File: src/logic/oc_ctrl_pkg.sv
// Constants, types and register map for the overcurrent window control
package oc_ctrl_pkg;

  localparam int NUM_CH = 5;
  localparam int CLK_HZ = 20_000_000;
  localparam int CYC_PER_US = CLK_HZ / 1_000_000;

  // Nominal times as printed
  localparam int T_WIN1_US = 2000;
  localparam int T_WIN2_US = 8000;
  localparam int T_WIN3_US = 64000;
  localparam int T_RESTART_US = 64000;
  localparam int T_SSC_ARM_NS = 1000;

  // Cycle counts at the system clock
  localparam int WIN1_CYCLES = T_WIN1_US * CYC_PER_US;
  localparam int WIN2_CYCLES = T_WIN2_US * CYC_PER_US;
  localparam int WIN3_CYCLES = T_WIN3_US * CYC_PER_US;
  localparam int RESTART_CYCLES = T_RESTART_US * CYC_PER_US;
  localparam int SSC_ARM_CYCLES = (T_SSC_ARM_NS * CYC_PER_US + 999) / 1000;

  localparam int CNT_W = 22;
  localparam int SSC_W = 6;
  localparam int STRETCH_DIV = 8;
  localparam int DIV_W = 3;

  // Register word offsets (byte addresses)
  localparam logic [11:0] OFS_CTRL = 12'h000;
  localparam logic [11:0] OFS_INIT = 12'h004;
  localparam logic [11:0] OFS_OCCFG = 12'h008;
  localparam logic [11:0] OFS_STAT = 12'h00C;

  // Field positions
  localparam int CTRL_ON_LSB = 0;
  localparam int CTRL_FAIL_BIT = 8;
  localparam int INIT_IOD_LSB = 0;
  localparam int INIT_BAL_LO_BIT = 8;
  localparam int INIT_BAL_HI_BIT = 9;
  localparam int INIT_THERM_BIT = 12;
  localparam int INIT_TRANS_BIT = 13;
  localparam int CFG_LOWTHR_LSB = 0;
  localparam int CFG_HALF_LSB = 8;
  localparam int CFG_SKIP_LSB = 16;
  localparam int STAT_DRIVE_LSB = 0;
  localparam int STAT_WIN_LSB = 8;
  localparam int STAT_LATCH_LSB = 16;
  localparam int STAT_RETRY_LSB = 24;

  localparam logic [2:0] HSIZE_WORD = 3'h2;
  localparam logic [31:0] RST_REG = 32'h0000_0000;

  typedef enum logic [1:0] {
    STAGE_DONE,
    STAGE_ONE,
    STAGE_TWO,
    STAGE_THREE
  } win_stage_t;

  typedef enum logic [1:0] {
    CH_IDLE,
    CH_ON,
    CH_RETRY,
    CH_LATCHED
  } ch_state_t;

endpackage

File: src/logic/oc_window_timer.sv
// High overcurrent window sequencer for one channel
`timescale 1ns/1ps
`default_nettype none
module oc_window_timer #(
  parameter int unsigned T1 = oc_ctrl_pkg::WIN1_CYCLES,
  parameter int unsigned T2 = oc_ctrl_pkg::WIN2_CYCLES,
  parameter int unsigned T3 = oc_ctrl_pkg::WIN3_CYCLES
) (
  // Clock and reset
  input  wire logic                   clk_sys,
  input  wire logic                   rst_n,
  // Control
  input  wire logic                   restart,
  input  wire logic                   rerun,
  input  wire logic                   count_en,
  input  wire logic                   half,
  input  wire logic                   slow_two,
  input  wire logic                   skip,
  // Current window
  output var  oc_ctrl_pkg::win_stage_t stage
);

  localparam int CW = oc_ctrl_pkg::CNT_W;
  localparam int DW = oc_ctrl_pkg::DIV_W;

  logic [CW-1:0] cnt_r;
  logic [CW-1:0] lim;
  logic [DW-1:0] pre_r;
  logic          tick;

  // Window length and count tick
  always_comb begin
    case (stage)
      oc_ctrl_pkg::STAGE_ONE: lim = CW'(T1);
      oc_ctrl_pkg::STAGE_TWO: lim = CW'(T2);
      default:                lim = CW'(T3);
    endcase
    if (half) begin
      lim = lim >> 1;
    end
    tick = count_en && (stage != oc_ctrl_pkg::STAGE_DONE) &&
           (!(slow_two && stage == oc_ctrl_pkg::STAGE_TWO) ||
            pre_r == DW'(oc_ctrl_pkg::STRETCH_DIV - 1));
  end

  // Sequence one, two, three, then done
  always_ff @(posedge clk_sys) begin
    if (!rst_n) begin
      stage <= oc_ctrl_pkg::STAGE_DONE;
      cnt_r <= '0;
      pre_r <= '0;
    end else if (skip) begin
      stage <= oc_ctrl_pkg::STAGE_DONE;
      cnt_r <= '0;
      pre_r <= '0;
    end else if (restart) begin
      stage <= oc_ctrl_pkg::STAGE_ONE;
      cnt_r <= '0;
      pre_r <= '0;
    end else if (rerun) begin
      stage <= oc_ctrl_pkg::STAGE_TWO;
      cnt_r <= '0;
      pre_r <= '0;
    end else if (count_en && stage != oc_ctrl_pkg::STAGE_DONE) begin
      pre_r <= pre_r + 1'b1;
      if (tick) begin
        if (cnt_r >= lim - 1'b1) begin
          cnt_r <= '0;
          pre_r <= '0;
          case (stage)
            oc_ctrl_pkg::STAGE_ONE: stage <= oc_ctrl_pkg::STAGE_TWO;
            oc_ctrl_pkg::STAGE_TWO: stage <= oc_ctrl_pkg::STAGE_THREE;
            default:                stage <= oc_ctrl_pkg::STAGE_DONE;
          endcase
        end else begin
          cnt_r <= cnt_r + 1'b1;
        end
      end
    end
  end

endmodule // oc_window_timer
`default_nettype wire

File: src/logic/overcurrent_window_control.sv
// Five-channel overcurrent window control with AHB-Lite registers
`timescale 1ns/1ps
`default_nettype none
module overcurrent_window_control #(
  parameter int unsigned WIN1_CYC    = oc_ctrl_pkg::WIN1_CYCLES,
  parameter int unsigned WIN2_CYC    = oc_ctrl_pkg::WIN2_CYCLES,
  parameter int unsigned WIN3_CYC    = oc_ctrl_pkg::WIN3_CYCLES,
  parameter int unsigned RESTART_CYC = oc_ctrl_pkg::RESTART_CYCLES
) (
  // Clock and reset
  input  wire logic        clk_sys,
  input  wire logic        rst_n,
  // AHB-Lite slave
  input  wire logic        hsel,
  input  wire logic [31:0] haddr,
  input  wire logic [1:0]  htrans,
  input  wire logic        hwrite,
  input  wire logic [2:0]  hsize,
  input  wire logic [31:0] hwdata,
  input  wire logic        hready,
  output var  logic [31:0] hrdata,
  output var  logic        hreadyout,
  output var  logic        hresp,
  // Global analogue flags, asynchronous
  input  wire logic        supply_low_flag,
  input  wire logic        charge_pump_fail,
  input  wire logic        die_temp_high,
  // Per-channel analogue flags, asynchronous
  input  wire logic [4:0]  high_overcurrent_stage_one,
  input  wire logic [4:0]  high_overcurrent_stage_two,
  input  wire logic [4:0]  high_overcurrent_stage_three,
  input  wire logic [4:0]  low_overcurrent,
  input  wire logic [4:0]  overtemp_shutdown,
  input  wire logic [4:0]  severe_short_detect,
  input  wire logic [4:0]  open_load,
  input  wire logic [4:0]  out_above_half,
  input  wire logic [4:0]  input_pin_toggle,
  // PWM engine, same clock
  input  wire logic [4:0]  pwm_level,
  input  wire logic [4:0]  pwm_full,
  // Drive and threshold controls
  output wire logic [4:0]  channel_drive,
  output wire logic [9:0]  window_stage,
  output wire logic [4:0]  ssc_arm,
  output wire logic [4:0]  low_oc_applied,
  output wire logic [4:0]  low_threshold_low,
  output wire logic [4:0]  ochi_halve,
  output var  logic        high_overcurrent_stage_one_derate
);

  localparam int NCH = oc_ctrl_pkg::NUM_CH;
  localparam int CW = oc_ctrl_pkg::CNT_W;
  localparam int SW = oc_ctrl_pkg::SSC_W;

  // Ballast stretching allowed on a channel for a given selection
  function automatic logic ballast_ok(input logic [1:0] sel,
                                      input int         ch);
    case (sel)
      2'b00:   ballast_ok = 1'b1;
      2'b01:   ballast_ok = (ch == 2);
      2'b10:   ballast_ok = (ch == 2) || (ch == 3);
      default: ballast_ok = 1'b0;
    endcase
  endfunction

  // Synchronised flags
  logic       uv_s;
  logic       cpf_s;
  logic       hot_s;
  logic [4:0] oc1_s;
  logic [4:0] oc2_s;
  logic [4:0] oc3_s;
  logic [4:0] low_overcurrent_s;
  logic [4:0] ots_s;
  logic [4:0] ssc_s;
  logic [4:0] ol_s;
  logic [4:0] half_s;
  logic [4:0] pin_s;

  // Analogue flags pass two flip-flops before use
  sync_2ff #(
    .W (48)
  ) u_sync (
    .clk_sys (clk_sys),
    .rst_n   (rst_n),
    .d       ({input_pin_toggle, out_above_half, open_load,
               severe_short_detect, overtemp_shutdown, low_overcurrent,
               high_overcurrent_stage_three, high_overcurrent_stage_two,
               high_overcurrent_stage_one, die_temp_high,
               charge_pump_fail, supply_low_flag}),
    .q       ({pin_s, half_s, ol_s, ssc_s, ots_s, low_overcurrent_s,
               oc3_s, oc2_s, oc1_s, hot_s, cpf_s, uv_s})
  );

  // Register contents
  logic [4:0] on_r;
  logic       fail_r;
  logic       fail_prev_r;
  logic [4:0] iod_r;
  logic [1:0] bal_r;
  logic       therm_r;
  logic       trans_r;
  logic [4:0] lowthr_r;
  logic [4:0] halfwin_r;
  logic [4:0] skip_r;

  // Bus data-phase state
  logic       wr_pend_r;
  logic [9:0] waddr_r;
  logic       ctrl_wr;
  logic       init_wr;
  logic       cfg_wr;
  logic       ap_valid;
  logic       mode_chg;

  // Per-channel status gathered for reads, and inrush bit clears
  wire  [4:0] win_act;
  wire  [4:0] latched;
  wire  [4:0] retrying;
  wire  [4:0] iod_clr;

  // Option bits fall back to defaults in Fail mode
  logic [1:0] bal_eff;
  logic [4:0] lowthr_eff;
  logic [4:0] half_eff;
  logic [4:0] skip_eff;

  always_comb begin
    bal_eff    = fail_r ? 2'b00 : bal_r;
    lowthr_eff = fail_r ? 5'h00 : lowthr_r;
    half_eff   = fail_r ? 5'h00 : halfwin_r;
    skip_eff   = fail_r ? 5'h00 : skip_r;
  end

  // Address phase accepted for whole-word transfers
  assign ap_valid = hsel && hready && htrans[1] && (hsize == oc_ctrl_pkg::HSIZE_WORD);
  assign ctrl_wr  = wr_pend_r && (waddr_r == oc_ctrl_pkg::OFS_CTRL[11:2]);
  assign init_wr  = wr_pend_r && (waddr_r == oc_ctrl_pkg::OFS_INIT[11:2]);
  assign cfg_wr   = wr_pend_r && (waddr_r == oc_ctrl_pkg::OFS_OCCFG[11:2]);
  assign mode_chg = fail_r != fail_prev_r;

  // Capture address phase for the following data phase
  always_ff @(posedge clk_sys) begin
    if (!rst_n) begin
      wr_pend_r <= 1'b0;
      waddr_r   <= '0;
    end else begin
      wr_pend_r <= ap_valid && hwrite && (haddr[31:12] == 20'h0_0000);
      waddr_r   <= haddr[11:2];
    end
  end

  // Zero-wait slave, always OKAY
  always_ff @(posedge clk_sys) begin
    if (!rst_n) begin
      hreadyout <= 1'b0;
      hresp     <= 1'b0;
    end else begin
      hreadyout <= 1'b1;
      hresp     <= 1'b0;
    end
  end

  // Read data prepared at the address phase
  always_ff @(posedge clk_sys) begin
    if (!rst_n) begin
      hrdata <= oc_ctrl_pkg::RST_REG;
    end else if (ap_valid && !hwrite) begin
      hrdata <= '0;
      if (haddr[31:12] == 20'h0_0000) begin
        case (haddr[11:0])
          oc_ctrl_pkg::OFS_CTRL: begin
            hrdata[oc_ctrl_pkg::CTRL_ON_LSB +: 5]  <= on_r;
            hrdata[oc_ctrl_pkg::CTRL_FAIL_BIT]     <= fail_r;
          end
          oc_ctrl_pkg::OFS_INIT: begin
            hrdata[oc_ctrl_pkg::INIT_IOD_LSB +: 5] <= iod_r;
            hrdata[oc_ctrl_pkg::INIT_BAL_LO_BIT]   <= bal_r[0];
            hrdata[oc_ctrl_pkg::INIT_BAL_HI_BIT]   <= bal_r[1];
            hrdata[oc_ctrl_pkg::INIT_THERM_BIT]    <= therm_r;
            hrdata[oc_ctrl_pkg::INIT_TRANS_BIT]    <= trans_r;
          end
          oc_ctrl_pkg::OFS_OCCFG: begin
            hrdata[oc_ctrl_pkg::CFG_LOWTHR_LSB +: 5] <= lowthr_r;
            hrdata[oc_ctrl_pkg::CFG_HALF_LSB +: 5]   <= halfwin_r;
            hrdata[oc_ctrl_pkg::CFG_SKIP_LSB +: 5]   <= skip_r;
          end
          oc_ctrl_pkg::OFS_STAT: begin
            hrdata[oc_ctrl_pkg::STAT_DRIVE_LSB +: 5] <= channel_drive;
            hrdata[oc_ctrl_pkg::STAT_WIN_LSB +: 5]   <= win_act;
            hrdata[oc_ctrl_pkg::STAT_LATCH_LSB +: 5] <= latched;
            hrdata[oc_ctrl_pkg::STAT_RETRY_LSB +: 5] <= retrying;
          end
          default: hrdata <= '0;
        endcase
      end
    end
  end

  // Control register: on bits and Fail mode
  always_ff @(posedge clk_sys) begin
    if (!rst_n) begin
      on_r        <= '0;
      fail_r      <= 1'b0;
      fail_prev_r <= 1'b0;
    end else begin
      fail_prev_r <= fail_r;
      if (ctrl_wr) begin
        on_r   <= hwdata[oc_ctrl_pkg::CTRL_ON_LSB +: 5];
        fail_r <= hwdata[oc_ctrl_pkg::CTRL_FAIL_BIT];
      end
    end
  end

  // Initialisation register; hardware clear of inrush bits wins
  always_ff @(posedge clk_sys) begin
    if (!rst_n) begin
      iod_r   <= '0;
      bal_r   <= '0;
      therm_r <= 1'b0;
      trans_r <= 1'b0;
    end else begin
      if (init_wr) begin
        iod_r   <= hwdata[oc_ctrl_pkg::INIT_IOD_LSB +: 5] & ~iod_clr;
        bal_r   <= {hwdata[oc_ctrl_pkg::INIT_BAL_HI_BIT],
                    hwdata[oc_ctrl_pkg::INIT_BAL_LO_BIT]};
        therm_r <= hwdata[oc_ctrl_pkg::INIT_THERM_BIT];
        trans_r <= hwdata[oc_ctrl_pkg::INIT_TRANS_BIT];
      end else begin
        iod_r <= iod_r & ~iod_clr;
      end
    end
  end

  // Overcurrent option register
  always_ff @(posedge clk_sys) begin
    if (!rst_n) begin
      lowthr_r  <= '0;
      halfwin_r <= '0;
      skip_r    <= '0;
    end else if (cfg_wr) begin
      lowthr_r  <= hwdata[oc_ctrl_pkg::CFG_LOWTHR_LSB +: 5];
      halfwin_r <= hwdata[oc_ctrl_pkg::CFG_HALF_LSB +: 5];
      skip_r    <= hwdata[oc_ctrl_pkg::CFG_SKIP_LSB +: 5];
    end
  end

  // Global stage one derate when die is hot
  always_ff @(posedge clk_sys) begin
    if (!rst_n) begin
      high_overcurrent_stage_one_derate <= 1'b0;
    end else begin
      high_overcurrent_stage_one_derate <= therm_r && hot_s;
    end
  end

  for (genvar i = 0; i < NCH; i++) begin : g_ch
    oc_ctrl_pkg::ch_state_t  st_r;
    oc_ctrl_pkg::ch_state_t  st_nxt;
    oc_ctrl_pkg::win_stage_t stage;
    logic          drive_r;
    logic          drive_nxt;
    logic          pin_prev_r;
    logic          pin_rise;
    logic          restart;
    logic          rerun;
    logic          fault_now;
    logic          latch_kind;
    logic          oc_event;
    logic          in_win;
    logic          iod;
    logic          set_ev;
    logic          rewrite_ev;
    logic          cnt_en;
    logic          slow_two;
    logic          ssc_hit;
    logic [CW-1:0] retry_cnt_r;
    logic [SW-1:0] ssc_cnt_r;
    logic          arm_r;
    logic          low_oc_r;
    logic          low_thr_r;
    logic          halve_r;

    // Fault sources and events
    always_comb begin
      iod        = iod_r[i] && !fail_r;
      in_win     = stage != oc_ctrl_pkg::STAGE_DONE;
      ssc_hit    = ssc_s[i] && (ssc_cnt_r != '0);
      set_ev     = ctrl_wr && hwdata[i] && !on_r[i];
      rewrite_ev = ctrl_wr && hwdata[i] && on_r[i];
      pin_rise   = pin_s[i] && !pin_prev_r;
      oc_event   = oc1_s[i] || oc2_s[i] || oc3_s[i] ||
                   (low_overcurrent_s[i] && !in_win && !iod);
      fault_now  = (st_r == oc_ctrl_pkg::CH_ON) &&
                   (uv_s || oc_event || ots_s[i] || ssc_hit);
      latch_kind = ots_s[i] || ssc_hit || oc1_s[i];
      rerun      = (st_r == oc_ctrl_pkg::CH_ON) && iod && !in_win &&
                   low_overcurrent_s[i] && !fault_now;
      cnt_en     = drive_r && !(uv_s || cpf_s || ots_s[i]);
      slow_two   = ballast_ok(bal_eff, i) && !iod && ol_s[i] &&
                   (fail_r || pwm_full[i]);
    end

    // Channel state: idle, on, autorestart wait, latched off
    always_comb begin
      st_nxt  = st_r;
      restart = 1'b0;
      if (mode_chg) begin
        st_nxt = oc_ctrl_pkg::CH_IDLE;
      end else begin
        case (st_r)
          oc_ctrl_pkg::CH_IDLE: begin
            if (fail_r) begin
              st_nxt = oc_ctrl_pkg::CH_ON;
            end else if (set_ev) begin
              st_nxt  = oc_ctrl_pkg::CH_ON;
              restart = 1'b1;
            end
          end
          oc_ctrl_pkg::CH_ON: begin
            if (fault_now) begin
              st_nxt = (fail_r && !latch_kind) ? oc_ctrl_pkg::CH_RETRY
                                               : oc_ctrl_pkg::CH_LATCHED;
            end else if (!fail_r && !on_r[i]) begin
              st_nxt = oc_ctrl_pkg::CH_IDLE;
            end else if (fail_r && pin_rise) begin
              restart = 1'b1;
            end
          end
          oc_ctrl_pkg::CH_RETRY: begin
            if (retry_cnt_r == CW'(RESTART_CYC - 1)) begin
              st_nxt  = oc_ctrl_pkg::CH_ON;
              restart = 1'b1;
            end
          end
          oc_ctrl_pkg::CH_LATCHED: begin
            if (!fail_r && rewrite_ev) begin
              st_nxt = oc_ctrl_pkg::CH_ON;
            end else if (!fail_r && !on_r[i]) begin
              st_nxt = oc_ctrl_pkg::CH_IDLE;
            end
          end
          default: st_nxt = oc_ctrl_pkg::CH_IDLE;
        endcase
      end
      drive_nxt = (st_nxt == oc_ctrl_pkg::CH_ON) && !fault_now &&
                  (fail_r ? pin_s[i] : pwm_level[i]);
    end

    // State, drive and pin edge history
    always_ff @(posedge clk_sys) begin
      if (!rst_n) begin
        st_r       <= oc_ctrl_pkg::CH_IDLE;
        drive_r    <= 1'b0;
        pin_prev_r <= 1'b0;
      end else begin
        st_r       <= st_nxt;
        drive_r    <= drive_nxt;
        pin_prev_r <= pin_s[i];
      end
    end

    // Autorestart interval counter
    always_ff @(posedge clk_sys) begin
      if (!rst_n) begin
        retry_cnt_r <= '0;
      end else if (st_r != oc_ctrl_pkg::CH_RETRY) begin
        retry_cnt_r <= '0;
      end else begin
        retry_cnt_r <= retry_cnt_r + 1'b1;
      end
    end

    // Short detect armed for a brief span after each turn-on
    always_ff @(posedge clk_sys) begin
      if (!rst_n) begin
        ssc_cnt_r <= '0;
        arm_r     <= 1'b0;
      end else if (drive_nxt && !drive_r) begin
        ssc_cnt_r <= SW'(oc_ctrl_pkg::SSC_ARM_CYCLES);
        arm_r     <= oc_ctrl_pkg::SSC_ARM_CYCLES != 0;
      end else if (ssc_cnt_r != '0) begin
        ssc_cnt_r <= ssc_cnt_r - 1'b1;
        arm_r     <= ssc_cnt_r != SW'(1); // Flag tracks counter from a flop
      end else begin
        arm_r     <= 1'b0;
      end
    end

    // Threshold selections to the analogue comparators
    always_ff @(posedge clk_sys) begin
      if (!rst_n) begin
        low_oc_r  <= 1'b0;
        low_thr_r <= 1'b0;
        halve_r   <= 1'b0;
      end else begin
        low_oc_r  <= (st_r == oc_ctrl_pkg::CH_ON) && !in_win;
        low_thr_r <= lowthr_eff[i];
        halve_r   <= trans_r && in_win && drive_r && !half_s[i];
      end
    end

    oc_window_timer #(
      .T1 (WIN1_CYC),
      .T2 (WIN2_CYC),
      .T3 (WIN3_CYC)
    ) u_timer (
      .clk_sys  (clk_sys),
      .rst_n    (rst_n),
      .restart  (restart),
      .rerun    (rerun),
      .count_en (cnt_en),
      .half     (half_eff[i]),
      .slow_two (slow_two),
      .skip     (skip_eff[i]),
      .stage    (stage)
    );

    assign channel_drive[i]       = drive_r;
    assign window_stage[2*i +: 2] = 2'(stage);
    assign ssc_arm[i]             = arm_r;
    assign low_oc_applied[i]      = low_oc_r;
    assign low_threshold_low[i]   = low_thr_r;
    assign ochi_halve[i]          = halve_r;
    assign win_act[i]             = in_win;
    assign latched[i]             = st_r == oc_ctrl_pkg::CH_LATCHED;
    assign retrying[i]            = st_r == oc_ctrl_pkg::CH_RETRY;
    assign iod_clr[i]             = fault_now && oc_event;
  end

endmodule // overcurrent_window_control
`default_nettype wire

File: src/logic/sync_2ff.sv
// Two-stage synchroniser for asynchronous analogue flags
`timescale 1ns/1ps
`default_nettype none
module sync_2ff #(
  parameter int W = 1
) (
  // Clock and reset
  input  wire logic         clk_sys,
  input  wire logic         rst_n,
  // Flags
  input  wire logic [W-1:0] d,
  output var  logic [W-1:0] q
);

  logic [W-1:0] meta_r;

  // First stage feeds only the second
  always_ff @(posedge clk_sys) begin
    if (!rst_n) begin
      meta_r <= '0;
      q      <= '0;
    end else begin
      meta_r <= d;
      q      <= meta_r;
    end
  end

endmodule // sync_2ff
`default_nettype wire
File: config.mk
export PLATFORM = sky130hd
export DESIGN_NAME = overcurrent_window_control
export DESIGN_NICKNAME = d
export VERILOG_FILES = /design/src/logic/oc_ctrl_pkg.sv /design/src/logic/oc_window_timer.sv /design/src/logic/overcurrent_window_control.sv /design/src/logic/sync_2ff.sv
export SDC_FILE = /design/constraint.sdc
export NUM_CORES = 1
export LEC_CHECK = 0
export ABC_AREA = 1
export ABC_CLOCK_PERIOD_IN_PS = 8150
export BUFFER_PORTS_ARGS = -buffer_cell sky130_fd_sc_hd__buf_2
export CORE_UTILIZATION = 66
export CTS_CLUSTER_DIAMETER = 50
export DETAILED_ROUTE_END_ITERATION = 10
export GPL_TIMING_DRIVEN = 0
export PLACE_DENSITY = 0.86
export SKIP_CTS_REPAIR_TIMING = 1
export SYNTH_ARGS = -nofsm -noshare
export SYNTH_HDL_FRONTEND = slang
export SYNTH_SLANG_ARGS = --single-unit
File: constraint.sdc
create_clock -name clk_sys -period 8.15 [get_ports clk_sys]
set_input_delay 0.815 -clock clk_sys [delete_from_list [all_inputs] [get_ports clk_sys]]
set_output_delay 0.815 -clock clk_sys [all_outputs]
set_load 0.005 [all_outputs]
==> key figures <==
Power and ir drop
  • Switching Share: about a quarter
  • Switch Pwr: about 1.5 mW
  • Clock network power share: between 40 and 50%
  • Lkg Pwr: between 10 and 15 nW
  • Internal power: between 4 and 5 mW
  • Logic pwr share: about an eighth
  • Pwr Density: around 200 nW/um2
  • Register share of total power: around 44%
  • Peak supply drop: roughly 0.2 mV

Worst setup path
  • Top Family by Delay on Critical Path: simple AND/OR/NAND/NOR gates
  • Critical-path top delay cell: nor2_1
  • Worst endpoint required time: 8.69 ns
  • R2R depth: 18
  • CP most frequent cell: nor2_1
  • Flop-to-flop setup slack: between 4 and 5 ns
  • Crit Reg-Reg Endpoint: g_ch[1].u_timer.cnt_r[14]
  • Startpoint types: register
  • CP cell instances: buf_6 -> buf_6 -> buf_6 -> nor2_1 -> inv_1 -> nor2_1 -> o21bai_1 -> ha_1 -> nand2_1 -> inv_1 -> o21ai_0 -> a21oi_1 -> nor2_1 -> nand3_1 -> buf_2 -> nor3_1 -> a21oi_1 -> nor2_1
  • Critical Path AT: about 4.2 ns
  • Critical R2R Launch: fail_r
  • CP max stage delay: approximately 0.44 ns
  • CP startpoint: fail_r
  • CP endpoint kind: register
  • Crit Path Max Fanout: 10
  • Setup CP Type: register to register
  • Buf/Inv on CP: 6
  • Critical Path Stages: 18
  • Crit path capture: g_ch[1].u_timer.cnt_r[14]

Clock tree
  • Clock Latency Late Sink: around 0.61 ns
  • H-tree levels: 2
  • Num CTS Buffers: 53
  • Sink Count: about 480
  • Clock buffer depth: 3
  • Clk root buf: clkbuf_16
  • CTS tree: yes
  • Clock-pin slew on the worst setup and hold paths: about 0.06 ns

STA
  • TNS Setup: 0 ns
  • Final setup margin: 4.53 ns
  • Setup Viol. Count Final: 0
  • Period utilisation layout: around 44%
  • Unrepaired setup endpoints after global routing: no
  • Clk_skew: 0.0248 ns
  • Pins Over Slew Limit: 0
  • Hold WS: 0.316 ns
  • Final critical-path required period: around 3.6 ns
  • Final hold violations: 0
  • Fmax: 0.276 GHz
  • Slew headroom: 31.8%
  • Worst Tran Pin Value: ~1.0 ns

Synthesis
  • Syn Std Cell Area: between 20,000 and 30,000 um2
  • EDFF count, synth: 0
  • Synth Flop Type: dfxtp_1
  • Post-synth cell types: 62
  • Post-Syn Instances: 3,623
  • Mapped Avg Cell Area: ~7.1 um2
  • Top cells by area, synth: dfxtp_1 37%, nand2_1 11%, nor2_1 7.5%, inv_1 6.9%, ha_1 6.8%
  • Area leader, netlist: dfxtp_1
  • Ys Warns: 0
  • Sequential fraction of the synthesis area: a little under two fifths
  • Post-synth top area share: between 30% and 40%
  • Synth Register Bits: between 400 and 500
  • Post-synth ARST share: 0%

Layout
  • Layout cells sized above 1: between 10% and 20%
  • Layout area overhead: 13.5%
  • Fill count: 2,944
  • Nets: approximately 4,100
  • Post-Layout Cell Count: approximately 4,400
  • Multi-input gate area: ~14,000 um2
  • Reg area: 9530 um2
  • Final cell area excluding filler cells: between 20,000 and 30,000 um2
  • Commonest non-fill, non-tap cell in the layout: nand2_1
  • Most frequent cells in the layout: 736 x nand2_1, 513 x nor2_1, 476 x dfxtp_1

Drt
  • DR pass1 iterations: 6
  • Routed via count: 24,500
  • Via-per-instance ratio: approximately 5.5
  • Routed length per instance: about 16 um
  • Routed WL: approximately 70,000 um
  • DR DRC count: 0
  • Final ANT Viol Nets: 0
  • DRT iter0 DRCs: just over 2,000

Placement
  • Placed cell area: 27,200 um2
  • Worst slack, placed: about 4.7 ns
  • Dpl hpwl: about 52,000 um
  • # placed instances: 4,325
  • GPL Wtd Cong: approximately 0.99
  • Port Buffer Count: 171

GRT
  • Vias in the first global route: ~22,000
  • Tot GR Track Use: a little over a third
  • GRT Residual Overflow: 0
  • Initial antenna violation count: 7
  • First-pass GRT wire length: ~110,000 um
  • Largest net degree at the start of global routing: 15

Die
  • FP Rows: 71
  • Die area: a little under 40,000 um2
  • Initial core utilization: about two thirds
  • Core ar.: between 30,000 and 40,000 um2
  • Die span in y: ~200 um
  • Die Width: roughly 200 um
  • I/O pins: 202

Worst hold path
  • Worst Hold Class: input port to register

Run status
  • Outcome: finished clean

Run
  • Max-cap viol count: 0
==> layer usage <==
metal  global-route usage [%]  routed length, um
met4                     18.1               3180
met5                        0                 44
met3                     5.99               6230
met1                     45.5              29100
met2                     56.7              31000
==> state kept, by name (all words and copies together) (netlist names), 10 cells and up <==
register / flops
u_sync.meta_r: 48
g_ch.ssc_cnt_r: 30
hrdata: 21
g_ch.u_timer.cnt_r: 110
u_sync.q: 48
g_ch.u_timer.pre_r: 15
g_ch.retry_cnt_r: 110
g_ch.st_r: 10
waddr_r: 10
g_ch.u_timer.stage: 10
==> worst min-delay path by stage <==
stage,startpoint,endpoint,slack [ns],cells past startpoint
finish,rst_n,hreadyout,0.32,1
global route,rst_n,hreadyout,0.31,1
CTS,rst_n,hreadyout,0.30,1
detailed placement,u_sync.meta_r[5],u_sync.q[5],0.39,2
global placement,u_sync.q[40],g_ch[2].halve_r,0.39,1
floorplan,u_sync.q[38],g_ch[0].halve_r,0.38,1
==> metrics by stage <==
stage / total power, mW / utilization, %
final: 5.71 / 76.7
after floorplan: 3.01 / -
after global routing: 5.92 / 76.7
after CTS: 5.71 / 76.7
after global placement: 3.15 / 71.8
after detailed placement: 3.18 / 71.8
==> cells in the mapped netlist, types with 22 or more instances <==
cell type / n
nand3_2: 22
o21ai_0: 115
nand3_1: 197
nand2_1: 736
ha_1: 140
dfxtp_1: 476
clkbuf_1: 31
nor4_1: 22
nor2_1: 513
xor2_1: 100
buf_4: 43
nor2_2: 33
xnor2_1: 41
inv_1: 471
nand4_1: 84
a21oi_1: 241
nor3_1: 141
==> area by class of cell <==
cell class	instances	area share [%]
Tap cell	511	2.20
Sequential cell	476	32.7
Inverter	485	6.28
Timing Repair Buffer	171	2.94
Multi-Input combinational cell	2574	47.1
Clock buffer	69	5.18
Clock inverter	26	1.24
Buffer	108	2.29
Antenna cell	8	0.0688
==> power groups by stage <==
stage                     registers (mW)  clock network, mW  logic (mW)
after floorplan                     2.52                  0       0.492
after global placement              2.53                  0       0.624
after detailed placement            2.53                  0       0.649
after CTS                           2.48               2.57       0.663
after global routing                2.49               2.67       0.764
final                               2.48               2.55       0.673
==> cells by family after synthesis <==
| group | Yosys count | synth area share [%] |
|---|---|---|
| fa+ha+maj | 140 | 6.83 |
| simple gates | 1836 | 32.2 |
| compound gates | 434 | 9.17 |
| buf+inv | 593 | 9.73 |
| xor+xnor | 142 | 4.88 |
| other cells | 2 | 0.0293 |
| flops | 476 | 37.2 |
==> worst register-to-register path, cell delays in order (launching register included) <==
cell,delay (ns)
dfxtp_1,0.31
buf_6,0.14
buf_6,0.17
buf_6,0.17
nor2_1,0.44
inv_1,0.23
nor2_1,0.25
o21bai_1,0.17
ha_1,0.27
nand2_1,0.06
inv_1,0.03
o21ai_0,0.13
a21oi_1,0.08
nor2_1,0.09
nand3_1,0.33
buf_2,0.33
nor3_1,0.18
a21oi_1,0.08
nor2_1,0.10
No activity file was read; power rests on OpenSTA's default activity.
